==> config.mk <==
export PLATFORM = sky130hd
export DESIGN_NAME = error_word_encoder
export DESIGN_NICKNAME = d
export VERILOG_FILES = /design/src/error_word_pkg.sv /design/src/lowest_set_pick.sv /design/src/error_word_encoder.sv
export VERILOG_INCLUDE_DIRS = /design/src
export SDC_FILE = /design/constraint.sdc
export NUM_CORES = 1
export LEC_CHECK = 0
export BUFFER_PORTS_ARGS = -buffer_cell sky130_fd_sc_hd__buf_2
export CORE_MARGIN = 3
export CORE_UTILIZATION = 44
export DETAILED_ROUTE_END_ITERATION = 8
export MAX_ROUTING_LAYER = met4
export PLACE_DENSITY = 0.88
export SYNTH_ARGS = -nofsm -noshare
export SYNTH_HDL_FRONTEND = slang
export SYNTH_SLANG_ARGS = --single-unit
==> constraint.sdc <==
create_clock -name clock_in -period 1.8 [get_ports clock_in]
set_clock_uncertainty 0.1 [all_clocks]
set_input_delay 0.36 -clock clock_in [delete_from_list [all_inputs] [get_ports clock_in]]
set_output_delay 0.36 -clock clock_in [all_outputs]
set_load 0.02 [all_outputs]
==> src/error_word_cfg.svh <==
// Constants for the module error word encoder: field positions,
// class codes and extended codes.
// Assumes inclusion by bare name from the package and the encoder top module.
`ifndef ERROR_WORD_CFG_SVH
`define ERROR_WORD_CFG_SVH

// ***************************************************************
// Field positions of the 16-bit error word
// ***************************************************************
`define EW_PAD_HI       15
`define EW_PAD_LO       12
`define EW_CLASS_HI     11
`define EW_CLASS_LO     9
`define EW_EXT_HI       8
`define EW_EXT_LO       0
`define EW_PAD_VALUE    4'h0
`define EW_RESET_WORD   16'h0000

// ***************************************************************
// Error class codes
// ***************************************************************
`define EW_CLASS_NONE   3'h0
`define EW_CLASS_HW     3'h1
`define EW_CLASS_CFG    3'h2

// ***************************************************************
// Extended codes; channel codes are base plus channel number
// ***************************************************************
`define EW_EXT_ZERO     9'h000
`define EW_EXT_HW_GEN   9'h000
`define EW_EXT_POR      9'h001
`define EW_EXT_ASIC     9'h100
`define EW_EXT_CAL      9'h101
`define EW_EXT_ADC0     9'h10B
`define EW_EXT_CFG_GEN  9'h000
`define EW_EXT_TYPE0    9'h001
`define EW_EXT_FILT0    9'h007
`define EW_EXT_FMT0     9'h00D
`define EW_EXT_UNUSED0  9'h013
`define EW_EXT_MODULE   9'h019

`endif

==> src/error_word_pkg.sv <==
// Types shared by the error word encoder modules.
// Assumes error_word_cfg.svh is on the include path.
`default_nettype none
`include "error_word_cfg.svh"

package error_word_pkg;
   typedef logic [2:0]  err_class_t;
   typedef logic [8:0]  ext_code_t;
   typedef logic [15:0] err_word_t;
endpackage

`default_nettype wire

==> src/lowest_set_pick.sv <==
// Lowest-index picker over a vector of fault flags.
// Assumes purely combinational use inside a clocked parent.
`timescale 1ns/1ps
`default_nettype none

module lowest_set_pick #(
   parameter int WIDTH = 6,
   parameter int IDX_W = 3
) (
   input  wire logic [WIDTH-1:0] flags_in,
   output logic                  any_out,
   output logic [IDX_W-1:0]      index_out
);

   // ************************************************************
   // Scan from the top so the lowest set flag wins
   // ************************************************************
   always_comb begin
      any_out   = 1'b0;
      index_out = '0;
      for (int i = WIDTH - 1; i >= 0; i--) begin
         if (flags_in[i]) begin
            any_out   = 1'b1;
            index_out = IDX_W'(i);
         end
      end
   end

endmodule

`default_nettype wire

==> src/error_word_encoder.sv <==
// Top of the module error word encoder: fault flags in, one
// registered 16-bit error word out.
// Assumes all fault flags are levels synchronous to clock_in.
`timescale 1ns/1ps
`default_nettype none
`include "error_word_cfg.svh"

module error_word_encoder
   import error_word_pkg::*;
#(
   parameter int NUM_CH = 6,
   parameter int CH_W   = 3
) (
   input  wire logic              clock_in,
   input  wire logic              rst_in,
   input  wire logic              enable_in,
   input  wire logic              por_state_in,
   input  wire logic              hw_general_in,
   input  wire logic              asic_fault_in,
   input  wire logic              cal_fault_in,
   input  wire logic [NUM_CH-1:0] adc_fault_in,
   input  wire logic              cfg_general_in,
   input  wire logic [NUM_CH-1:0] cfg_type_bad_in,
   input  wire logic [NUM_CH-1:0] cfg_filter_bad_in,
   input  wire logic [NUM_CH-1:0] cfg_format_bad_in,
   input  wire logic [NUM_CH-1:0] cfg_unused_bad_in,
   input  wire logic              cfg_module_bad_in,
   output logic [15:0]            error_word_out,
   output logic                   word_changed_out
);

   // ************************************************************
   // Code arithmetic
   // ************************************************************
   // Channel code from a base code and a channel number
   function automatic ext_code_t chan_code(input ext_code_t base,
                                           input logic [CH_W-1:0] ch);
      chan_code = base + ext_code_t'(ch);
   endfunction

   // ************************************************************
   // Channel pickers
   // ************************************************************
   logic              adc_any;
   logic [CH_W-1:0]   adc_ch;
   logic              cfg_ch_any;
   logic [CH_W-1:0]   cfg_ch;
   wire  [NUM_CH-1:0] cfg_chan_bad;

   // Any configuration fault on a channel
   assign cfg_chan_bad = cfg_type_bad_in | cfg_filter_bad_in |
                         cfg_format_bad_in | cfg_unused_bad_in;

   lowest_set_pick #(.WIDTH(NUM_CH), .IDX_W(CH_W)) u_adc_pick (
      .flags_in  (adc_fault_in),
      .any_out   (adc_any),
      .index_out (adc_ch)
   );

   lowest_set_pick #(.WIDTH(NUM_CH), .IDX_W(CH_W)) u_cfg_pick (
      .flags_in  (cfg_chan_bad),
      .any_out   (cfg_ch_any),
      .index_out (cfg_ch)
   );

   // ************************************************************
   // Priority selection
   // ************************************************************
   wire        hw_any;
   wire        cfg_any;
   ext_code_t  hw_ext;
   ext_code_t  cfg_chan_ext;
   ext_code_t  cfg_ext;
   err_class_t class_sel;
   ext_code_t  ext_sel;
   err_word_t  word_nxt;

   // Fault presence per class
   assign hw_any  = por_state_in | hw_general_in | asic_fault_in |
                    cal_fault_in | adc_any;
   assign cfg_any = cfg_ch_any | cfg_module_bad_in | cfg_general_in;

   // Hardware code, specific before general
   assign hw_ext = por_state_in  ? `EW_EXT_POR :
                   asic_fault_in ? `EW_EXT_ASIC :
                   cal_fault_in  ? `EW_EXT_CAL :
                   adc_any ? chan_code(`EW_EXT_ADC0, adc_ch) :
                   `EW_EXT_HW_GEN;

   // Code of the lowest faulty channel, type first
   assign cfg_chan_ext =
      cfg_type_bad_in[cfg_ch]   ? chan_code(`EW_EXT_TYPE0, cfg_ch) :
      cfg_filter_bad_in[cfg_ch] ? chan_code(`EW_EXT_FILT0, cfg_ch) :
      cfg_format_bad_in[cfg_ch] ? chan_code(`EW_EXT_FMT0, cfg_ch) :
      chan_code(`EW_EXT_UNUSED0, cfg_ch);

   // Configuration code, channels before module, general last
   assign cfg_ext = cfg_ch_any        ? cfg_chan_ext :
                    cfg_module_bad_in ? `EW_EXT_MODULE :
                    `EW_EXT_CFG_GEN;

   // Hardware outranks configuration; no fault gives zero code
   assign class_sel = hw_any  ? `EW_CLASS_HW :
                      cfg_any ? `EW_CLASS_CFG :
                      `EW_CLASS_NONE;
   assign ext_sel   = hw_any  ? hw_ext :
                      cfg_any ? cfg_ext :
                      `EW_EXT_ZERO;
   assign word_nxt  = {`EW_PAD_VALUE, class_sel, ext_sel};

   // ************************************************************
   // Output registers
   // ************************************************************
   err_word_t word_r;
   logic      changed_r;

   // Word register, frozen while enable is low
   always_ff @(posedge clock_in or posedge rst_in) begin
      if (rst_in) begin
         word_r    <= `EW_RESET_WORD;
         changed_r <= 1'b0;
      end else if (enable_in) begin
         word_r    <= word_nxt;
         changed_r <= (word_nxt != word_r);
      end
   end

   assign error_word_out   = word_r;
   assign word_changed_out = changed_r;

   // ************************************************************
   // Checks
   // ************************************************************
   logic started_r;

   // Marks that one enabled edge has passed since reset
   always_ff @(posedge clock_in or posedge rst_in) begin
      if (rst_in) begin
         started_r <= 1'b0;
      end else if (enable_in) begin
         started_r <= 1'b1;
      end
   end

   chk_spare_zero: assert property (@(posedge clock_in)
      disable iff (rst_in)
      word_r[`EW_PAD_HI:`EW_PAD_LO] == 4'h0)
      else $error("spare bits of error word not zero");

   chk_none_clear: assert property (@(posedge clock_in)
      disable iff (rst_in)
      word_r[11:9] == 3'h0 |-> word_r[8:0] == 9'h000)
      else $error("extended code set with no error class");

   chk_class_legal: assert property (@(posedge clock_in)
      disable iff (rst_in)
      word_r[11:9] inside {3'h0, 3'h1, 3'h2})
      else $error("illegal error class");

   chk_por_code: assert property (@(posedge clock_in)
      disable iff (rst_in)
      started_r && $past(enable_in) && $past(por_state_in)
      |-> word_r == 16'h0201)
      else $error("power-up state not reported as 0201");

   chk_asic_code: assert property (@(posedge clock_in)
      disable iff (rst_in)
      started_r && $past(enable_in) && $past(asic_fault_in) &&
      !$past(por_state_in) |-> word_r == 16'h0300)
      else $error("asic fault not reported as 0300");

   chk_cal_code: assert property (@(posedge clock_in)
      disable iff (rst_in)
      started_r && $past(enable_in) && $past(cal_fault_in) &&
      !$past(por_state_in) && !$past(asic_fault_in)
      |-> word_r == 16'h0301)
      else $error("calibration fault not reported as 0301");

   chk_adc5_code: assert property (@(posedge clock_in)
      disable iff (rst_in)
      started_r && $past(enable_in) && $past(adc_fault_in) == 6'h20 &&
      !$past(por_state_in | asic_fault_in | cal_fault_in)
      |-> word_r == 16'h0310)
      else $error("channel 5 converter fault not reported as 0310");

   chk_hw_first: assert property (@(posedge clock_in)
      disable iff (rst_in)
      started_r && $past(enable_in) && $past(hw_any)
      |-> word_r[11:9] == 3'h1)
      else $error("hardware fault not given priority");

   chk_cfg_class: assert property (@(posedge clock_in)
      disable iff (rst_in)
      started_r && $past(enable_in) && $past(cfg_any) && !$past(hw_any)
      |-> word_r[11:9] == 3'h2)
      else $error("configuration fault not reported as class 2");

   chk_cfg_general: assert property (@(posedge clock_in)
      disable iff (rst_in)
      started_r && $past(enable_in) && !$past(hw_any) &&
      $past(cfg_general_in) && $past(cfg_chan_bad) == 6'h00 &&
      !$past(cfg_module_bad_in) |-> word_r == 16'h0400)
      else $error("general configuration fault not 0400");

   chk_module_bit: assert property (@(posedge clock_in)
      disable iff (rst_in)
      started_r && $past(enable_in) && !$past(hw_any) &&
      $past(cfg_chan_bad) == 6'h00 && $past(cfg_module_bad_in)
      |-> word_r == 16'h0419)
      else $error("module configuration bit fault not 0419");

   chk_low_channel: assert property (@(posedge clock_in)
      disable iff (rst_in)
      started_r && $past(enable_in) && !$past(hw_any) &&
      $past(cfg_type_bad_in[0]) |-> word_r == 16'h0401)
      else $error("channel 0 input type fault not 0401");

   chk_freeze: assert property (@(posedge clock_in)
      disable iff (rst_in)
      started_r && !$past(enable_in) |-> $stable(word_r))
      else $error("error word changed while enable low");

endmodule

`default_nettype wire

# == Word level (Yosys, flattened, before mapping) ==
# Index checks and enable logic that the tools add are counted.
# word_totals
word_cells,61
ff_bits,13
out_inout_bits,17
inputBits,39
# classes
mux,43
eq_ne,1
magnitude_cmp,1
addsub,5
n_bitwise,9
# ops
cell,n
9-bit two-way mux,5
3-bit two-way mux,12
6-bit two-way mux,5
6-bit OR,3
1-bit two-way mux,15
11-bit by 12-bit != test with 1-bit output,1
"9-bit by 3-bit adder with 9-bit output, first input constant",1
1-bit binary-select mux with 3-bit select,3
"5-bit by 3-bit adder with 6-bit output, first input constant",1
1-bit OR,6
"4-bit by 3-bit adder with 5-bit output, first input constant",1
5-bit two-way mux,1
"1-bit by 3-bit adder with 4-bit output, first input constant",1
"3-bit by 3-bit adder with 4-bit output, first input constant",1
"3-bit by 4-bit less-than comparator with 1-bit output, second input constant",1
2-bit two-way mux,2

# == Depth between registers and ports, before layout ==
# depth
depth_word,18
ltp_mapped,13
ltp_nobuf,13

# == Modules after synthesis ==
# Synthesis repeated with hierarchy kept, for this count alone.
# unflattened
cells_unflattened,170
hier_area_um2,1341.3
# by_module_without_submodules
mod,instances,seq_area_each_um2,cells_per_inst,area_per_inst_um2
error_word_encoder,1,225.2,150,1226.2
lowest_set_pick,2,0.0,10,57.6

# == Worst setup path before layout ==
# Ideal clock, no wire load.
# synth_timing
kind,input to register
startpoint,in cfg_type_bad_in[4]
endpoint,reg changed_r (netlist: word_changed_out)
setup_slack_ns,-1.150
arrival_time_ns,2.710
path_stages,11
t_required_ns,1.560
setup_ns,0.140
path_buffers,0
path_cell_list,nor4_1 a211oi_1 nor2_1 inv_2 ha_1 or3_1 and2_1 o211a_1 a2111o_1 o211ai_2 a41oi_2
# synth_via
elab_chain_cells,17
word_cells_on_any_way,34
cone_classes,add/sub: 4; eq/ne: 1; mux: 24; bitwise: 5
# synth_rtl
element,line_no,rtl
start: declaration,error_word_encoder.sv:23,"input wire logic [NUM_CH-1:0] cfg_type_bad_in,"
branches (longest 16 deep; another with 5-bit by 3-bit adder with 6-bit output),--,
11-bit by 12-bit != test with 1-bit output (*),error_word_encoder.sv:124,changed_r <= (word_nxt != word_r);
end signal: assignment,error_word_encoder.sv:124,
end: declaration,error_word_encoder.sv:115,logic changed_r;
# Mark *: on every way between the ends. The select of a mux whose other input is x is not followed.
# A chain may end at the register's enable or synchronous reset.

# == Final worst setup path ==
# layout_timing
startpoint,in cfg_type_bad_in[1]
endpoint,reg changed_r (netlist: word_changed_out)
# layout_via
elab_chain_cells,14
word_cells_on_any_way,28
cone_classes,add/sub: 4; eq/ne: 1; mux: 18; bitwise: 5
# layout_rtl
element,line_no
branches (longest 13 deep; another with 5-bit by 3-bit adder with 6-bit output),--
11-bit by 12-bit != test with 1-bit output (*),error_word_encoder.sv:124
# Marks and branches as above.

==> reports/qor.log <==
qor: status.run_status finished with violations
qor: status.violations_in_the_final_reports setup timing
qor: global_routing.gr-usage-all-layers 36.57%
qor: finish.fin_nets 342
qor: die.core-area 2877 µm²
qor: global_routing.grt_start_max_net_pins 15
qor: worst_setup_path.worst_setup_path_end_kind register
qor: clock_tree.cts_max_path_buffers 2
qor: worst_setup_path.r2r-end word_changed_out
qor: placement.place_congestion 0.9241
qor: synthesis.yosys_most_used_dff sky130_fd_sc_hd__dfrtp_1
qor: die.io-pin-count 56
qor: global_routing.grt_overflow 0
qor: die.effective_utilization_at_floorplan 48.02%
qor: drt.routedWlPerCell 22.53 µm
qor: synthesis.yosys_top_cell_by_area sky130_fd_sc_hd__dfrtp_1
qor: flow_run.cap_violations 0
qor: synthesis.yosys.cell_count.top_type sky130_fd_sc_hd__nor2_1
qor: synthesis.synthCells 174
qor: drt.drt-vias-per-instance 6.563
qor: worst_hold_path.hold_path_end error_word_out[3]
qor: synthesis.synth-seq-area-share 16.30%
qor: sta.report.final.setup_viol 7
qor: sta.hold_violations 0
qor: worst_setup_path.timing.rr.start error_word_out[9]
qor: drt.postRouteAntennaNets 0
qor: worst_setup_path.setup.reg_to_reg.worst_slack 0.06 ns
qor: sta.final.hold.worst_slack 0.4028 ns
qor: finish.layout-area-overhead-vs-synth 80.34%
qor: drt.drcViolationCount 0
qor: sta.min_period 2.774 ns
qor: synthesis.async_set_or_reset_flop_fraction_in_the_synthesized_netlist 100.0%
qor: global_routing.grt_pass1_wl 9.887 mm
qor: die.die_area 3848 µm²
qor: worst_setup_path.data_arrival_time_of_the_worst_path 2.81 ns
qor: drt.routed_wl 7.637 mm
qor: placement.dp_hpwl 4.009 mm
qor: sta.unrepaired_setup_endpoints_after_global_routing yes
qor: global_routing.initial_antenna_violation_count 0
qor: worst_hold_path.hold_path.startpoint enable_in
qor: synthesis.mappedNetlistArea 1381 µm²
qor: synthesis.post_synth_top_area_share 16.30%
qor: placement.io_buffer_count 47
qor: worst_setup_path.critPathRequiredTime 1.83 ns
qor: clock_tree.cts_tree built
qor: clock_tree.cell_chosen_for_the_clock_root sky130_fd_sc_hd__clkbuf_4
qor: drt.detail_route.first_pass.iterations 8
qor: finish.final_layout_size_suffix_gt1_share 59.26%
qor: drt.dr_total_vias 2225
qor: synthesis.synth-seq-cells 9
qor: die.fp.dieW 62.03 µm
qor: sta.setup_ws -0.9745 ns
qor: synthesis.synth_enable_flop_cells 0
qor: clock_tree.cts_made_buffers 3
qor: worst_setup_path.worst_setup_path_start_kind input pin
qor: pwr.power-per-cell-area 326.4 nW/µm²
qor: pwr.leakage_power_figure 1.125 nW
qor: clock_tree.clock-sinks 9
qor: pwr.finalPower 0.8132 mW
qor: finish.n_antenna_cell 0
qor: sta.timing.fmax 360.4 MHz
qor: synthesis.ys_warn_count 0
qor: synthesis.post_synth.cell_area_avg 7.939 µm²
qor: sta.timing.final.max_slew_violations 0
qor: worst_setup_path.timing.critical_path.fanout_max 4
qor: die.dieHeight 62.03 µm
qor: global_routing.via_count_of_the_first_global_routing_pass 2106
qor: synthesis.synth.lib_cells_used.distinct 53
qor: worst_setup_path.rr_worst_depth 5
qor: clock_tree.cts.reportedPaths.clkPinSlew 0.06 ns
qor: synthesis.yosys-top-cells-area sky130_fd_sc_hd__dfrtp_1, sky130_fd_sc_hd__a21oi_1, sky130_fd_sc_hd__nor4_4
qor: sta.fin_crit_sh 154.1%
qor: die.num_rows 19
qor: drt.dr.first_iter.drc_count 404
qor: pwr.power.ir.vdd_worst 0.0005292 V
qor: synthesis.synth.top_cells.by_count sky130_fd_sc_hd__nor2_1, sky130_fd_sc_hd__a21oi_1, sky130_fd_sc_hd__inv_1, sky130_fd_sc_hd__o21ai_0
qor: worst_hold_path.whs_path_depth 3
qor: clock_tree.worstSkewPairLatency 0.26 ns
qor: clock_tree.cts_htree_levels 1
qor: worst_setup_path.worst-setup-path-type input pin to register
qor: worst_hold_path.holdCritPathClass input pin to register
## worst max-delay path by stage
stage / start / to / slack [ns] / cells past startpoint
floorplan: cfg_type_bad_in[0] / word_changed_out / -0.97 / 11
global placement: cfg_type_bad_in[2] / word_changed_out / -1.11 / 10
detailed placement: cfg_type_bad_in[0] / word_changed_out / -1.22 / 12
CTS: cfg_unused_bad_in[0] / word_changed_out / -0.85 / 12
global route: cfg_type_bad_in[1] / word_changed_out / -1.14 / 12
finish: cfg_type_bad_in[1] / word_changed_out / -0.97 / 12
## power by group
group / total, mW / leakage, nW / switching (mW) / internal (mW)
Combinational: 0.431 / 1.00 / 0.236 / 0.195
Clock: 0.155 / 0.0150 / 0.0698 / 0.0854
Sequential: 0.227 / 0.105 / 0.0116 / 0.215
Total: 0.813 / 1.12 / 0.318 / 0.496
## flip-flops by register name, summed over array words and instances (netlist names)
register / cells
error_word_out: 8
word_changed_out: 1
## through the flow
stage / std cells / area [µm²] / setup TNS [ns] / util [%] / worst slack [ns]
6_report: 339 / 2491 / -4.253 / 86.60 / -0.9745
5_1_grt: 339 / 2491 / -5.061 / 86.60 / -1.139
4_1_cts: 337 / 2419 / -3.125 / 84.08 / -0.8522
3_5_place_dp: 324 / 2171 / -5.851 / 75.47 / -1.222
3_3_place_gp: 324 / 2171 / -5.448 / 75.47 / -1.109
2_1_floorplan: 181 / 1474 / -3.049 / - / -0.9748
## repair_timing
action                     4_1_cts  5_1_grt
setup endpoints to repair        7        7
resized for setup               39       13
pin swaps                       24        7
hold endpoints to repair         9        0
buffers inserted                10        3
hold buffers                     1        0
## layout make-up
| cell class | count | area [µm²] |
|---|---|---|
| Clock buffer | 4 | 26.28 |
| Fill cell | 147 | 385.4 |
| Inverter | 13 | 48.80 |
| Multi-Input combinational cell | 150 | 1287 |
| Sequential cell | 9 | 225.2 |
| Tap cell | 42 | 52.55 |
| Timing Repair Buffer | 121 | 850.8 |
## worst max-delay path, cell delays in order
cell	delay, ns
sky130_fd_sc_hd__buf_2	0.15
sky130_fd_sc_hd__nor4_4	0.37
sky130_fd_sc_hd__nand2_2	0.14
sky130_fd_sc_hd__a21oi_2	0.19
sky130_fd_sc_hd__inv_2	0.08
sky130_fd_sc_hd__ha_4	0.17
sky130_fd_sc_hd__or3_4	0.33
sky130_fd_sc_hd__and2_4	0.16
sky130_fd_sc_hd__o211a_1	0.26
sky130_fd_sc_hd__a2111o_1	0.43
sky130_fd_sc_hd__o211ai_2	0.07
sky130_fd_sc_hd__a41oi_2	0.10
## layer usage
metal  up-vias  routed length (µm)  global-route usage [%]
met2       222                3520                   62.57
li1        905                   -                       -
met5         -                   0                       -
met3        89                 862                   6.818
met1      1009                2491                   36.30
met4         0                 762                   27.58
## cell usage in the layout, fill, tap and decap left out, types with 3 or more instances in the layout
| cell | n |
|---|---|
| sky130_fd_sc_hd__a21oi_1 | 12 |
| sky130_fd_sc_hd__nor2_1 | 12 |
| sky130_fd_sc_hd__o21ai_2 | 3 |
| sky130_fd_sc_hd__nor2_2 | 3 |
| sky130_fd_sc_hd__o21ai_0 | 5 |
| sky130_fd_sc_hd__inv_1 | 11 |
| sky130_fd_sc_hd__buf_2 | 42 |
| sky130_fd_sc_hd__o21ai_1 | 4 |
| sky130_fd_sc_hd__mux2i_1 | 3 |
| sky130_fd_sc_hd__or3_1 | 3 |
| sky130_fd_sc_hd__dfrtp_1 | 9 |
| sky130_fd_sc_hd__clkbuf_4 | 3 |
| sky130_fd_sc_hd__ha_1 | 4 |
| sky130_fd_sc_hd__nand2_1 | 8 |
| sky130_fd_sc_hd__xor2_1 | 6 |
| sky130_fd_sc_hd__nand2b_1 | 3 |
| sky130_fd_sc_hd__conb_1 | 8 |
| sky130_fd_sc_hd__nand3_1 | 4 |
| sky130_fd_sc_hd__nor4_4 | 7 |
| sky130_fd_sc_hd__a21oi_2 | 4 |
| sky130_fd_sc_hd__buf_4 | 68 |
| sky130_fd_sc_hd__or4_4 | 6 |
| sky130_fd_sc_hd__buf_6 | 8 |
| sky130_fd_sc_hd__o211ai_1 | 3 |
## logic make-up (layout without fill, tap and decap cells)
| kind of cell | Yosys count | in the layout | synth area share (%) |
|---|---|---|---|
| adders and majority gates | 5 | 5 | 4.529 |
| xor gates and xnor gates | 6 | 6 | 3.804 |
| and+or+nand+nor | 69 | 69 | 32.97 |
| AOI/OAI and AO/OA | 55 | 55 | 28.26 |
| other | 1 | 8 | 0.2715 |
| muxes | 7 | 7 | 5.706 |
| DFF | 9 | 9 | 16.30 |
| buffers and inverters | 22 | 138 | 8.152 |
Note: power is estimated with default switching activity, not from simulation.
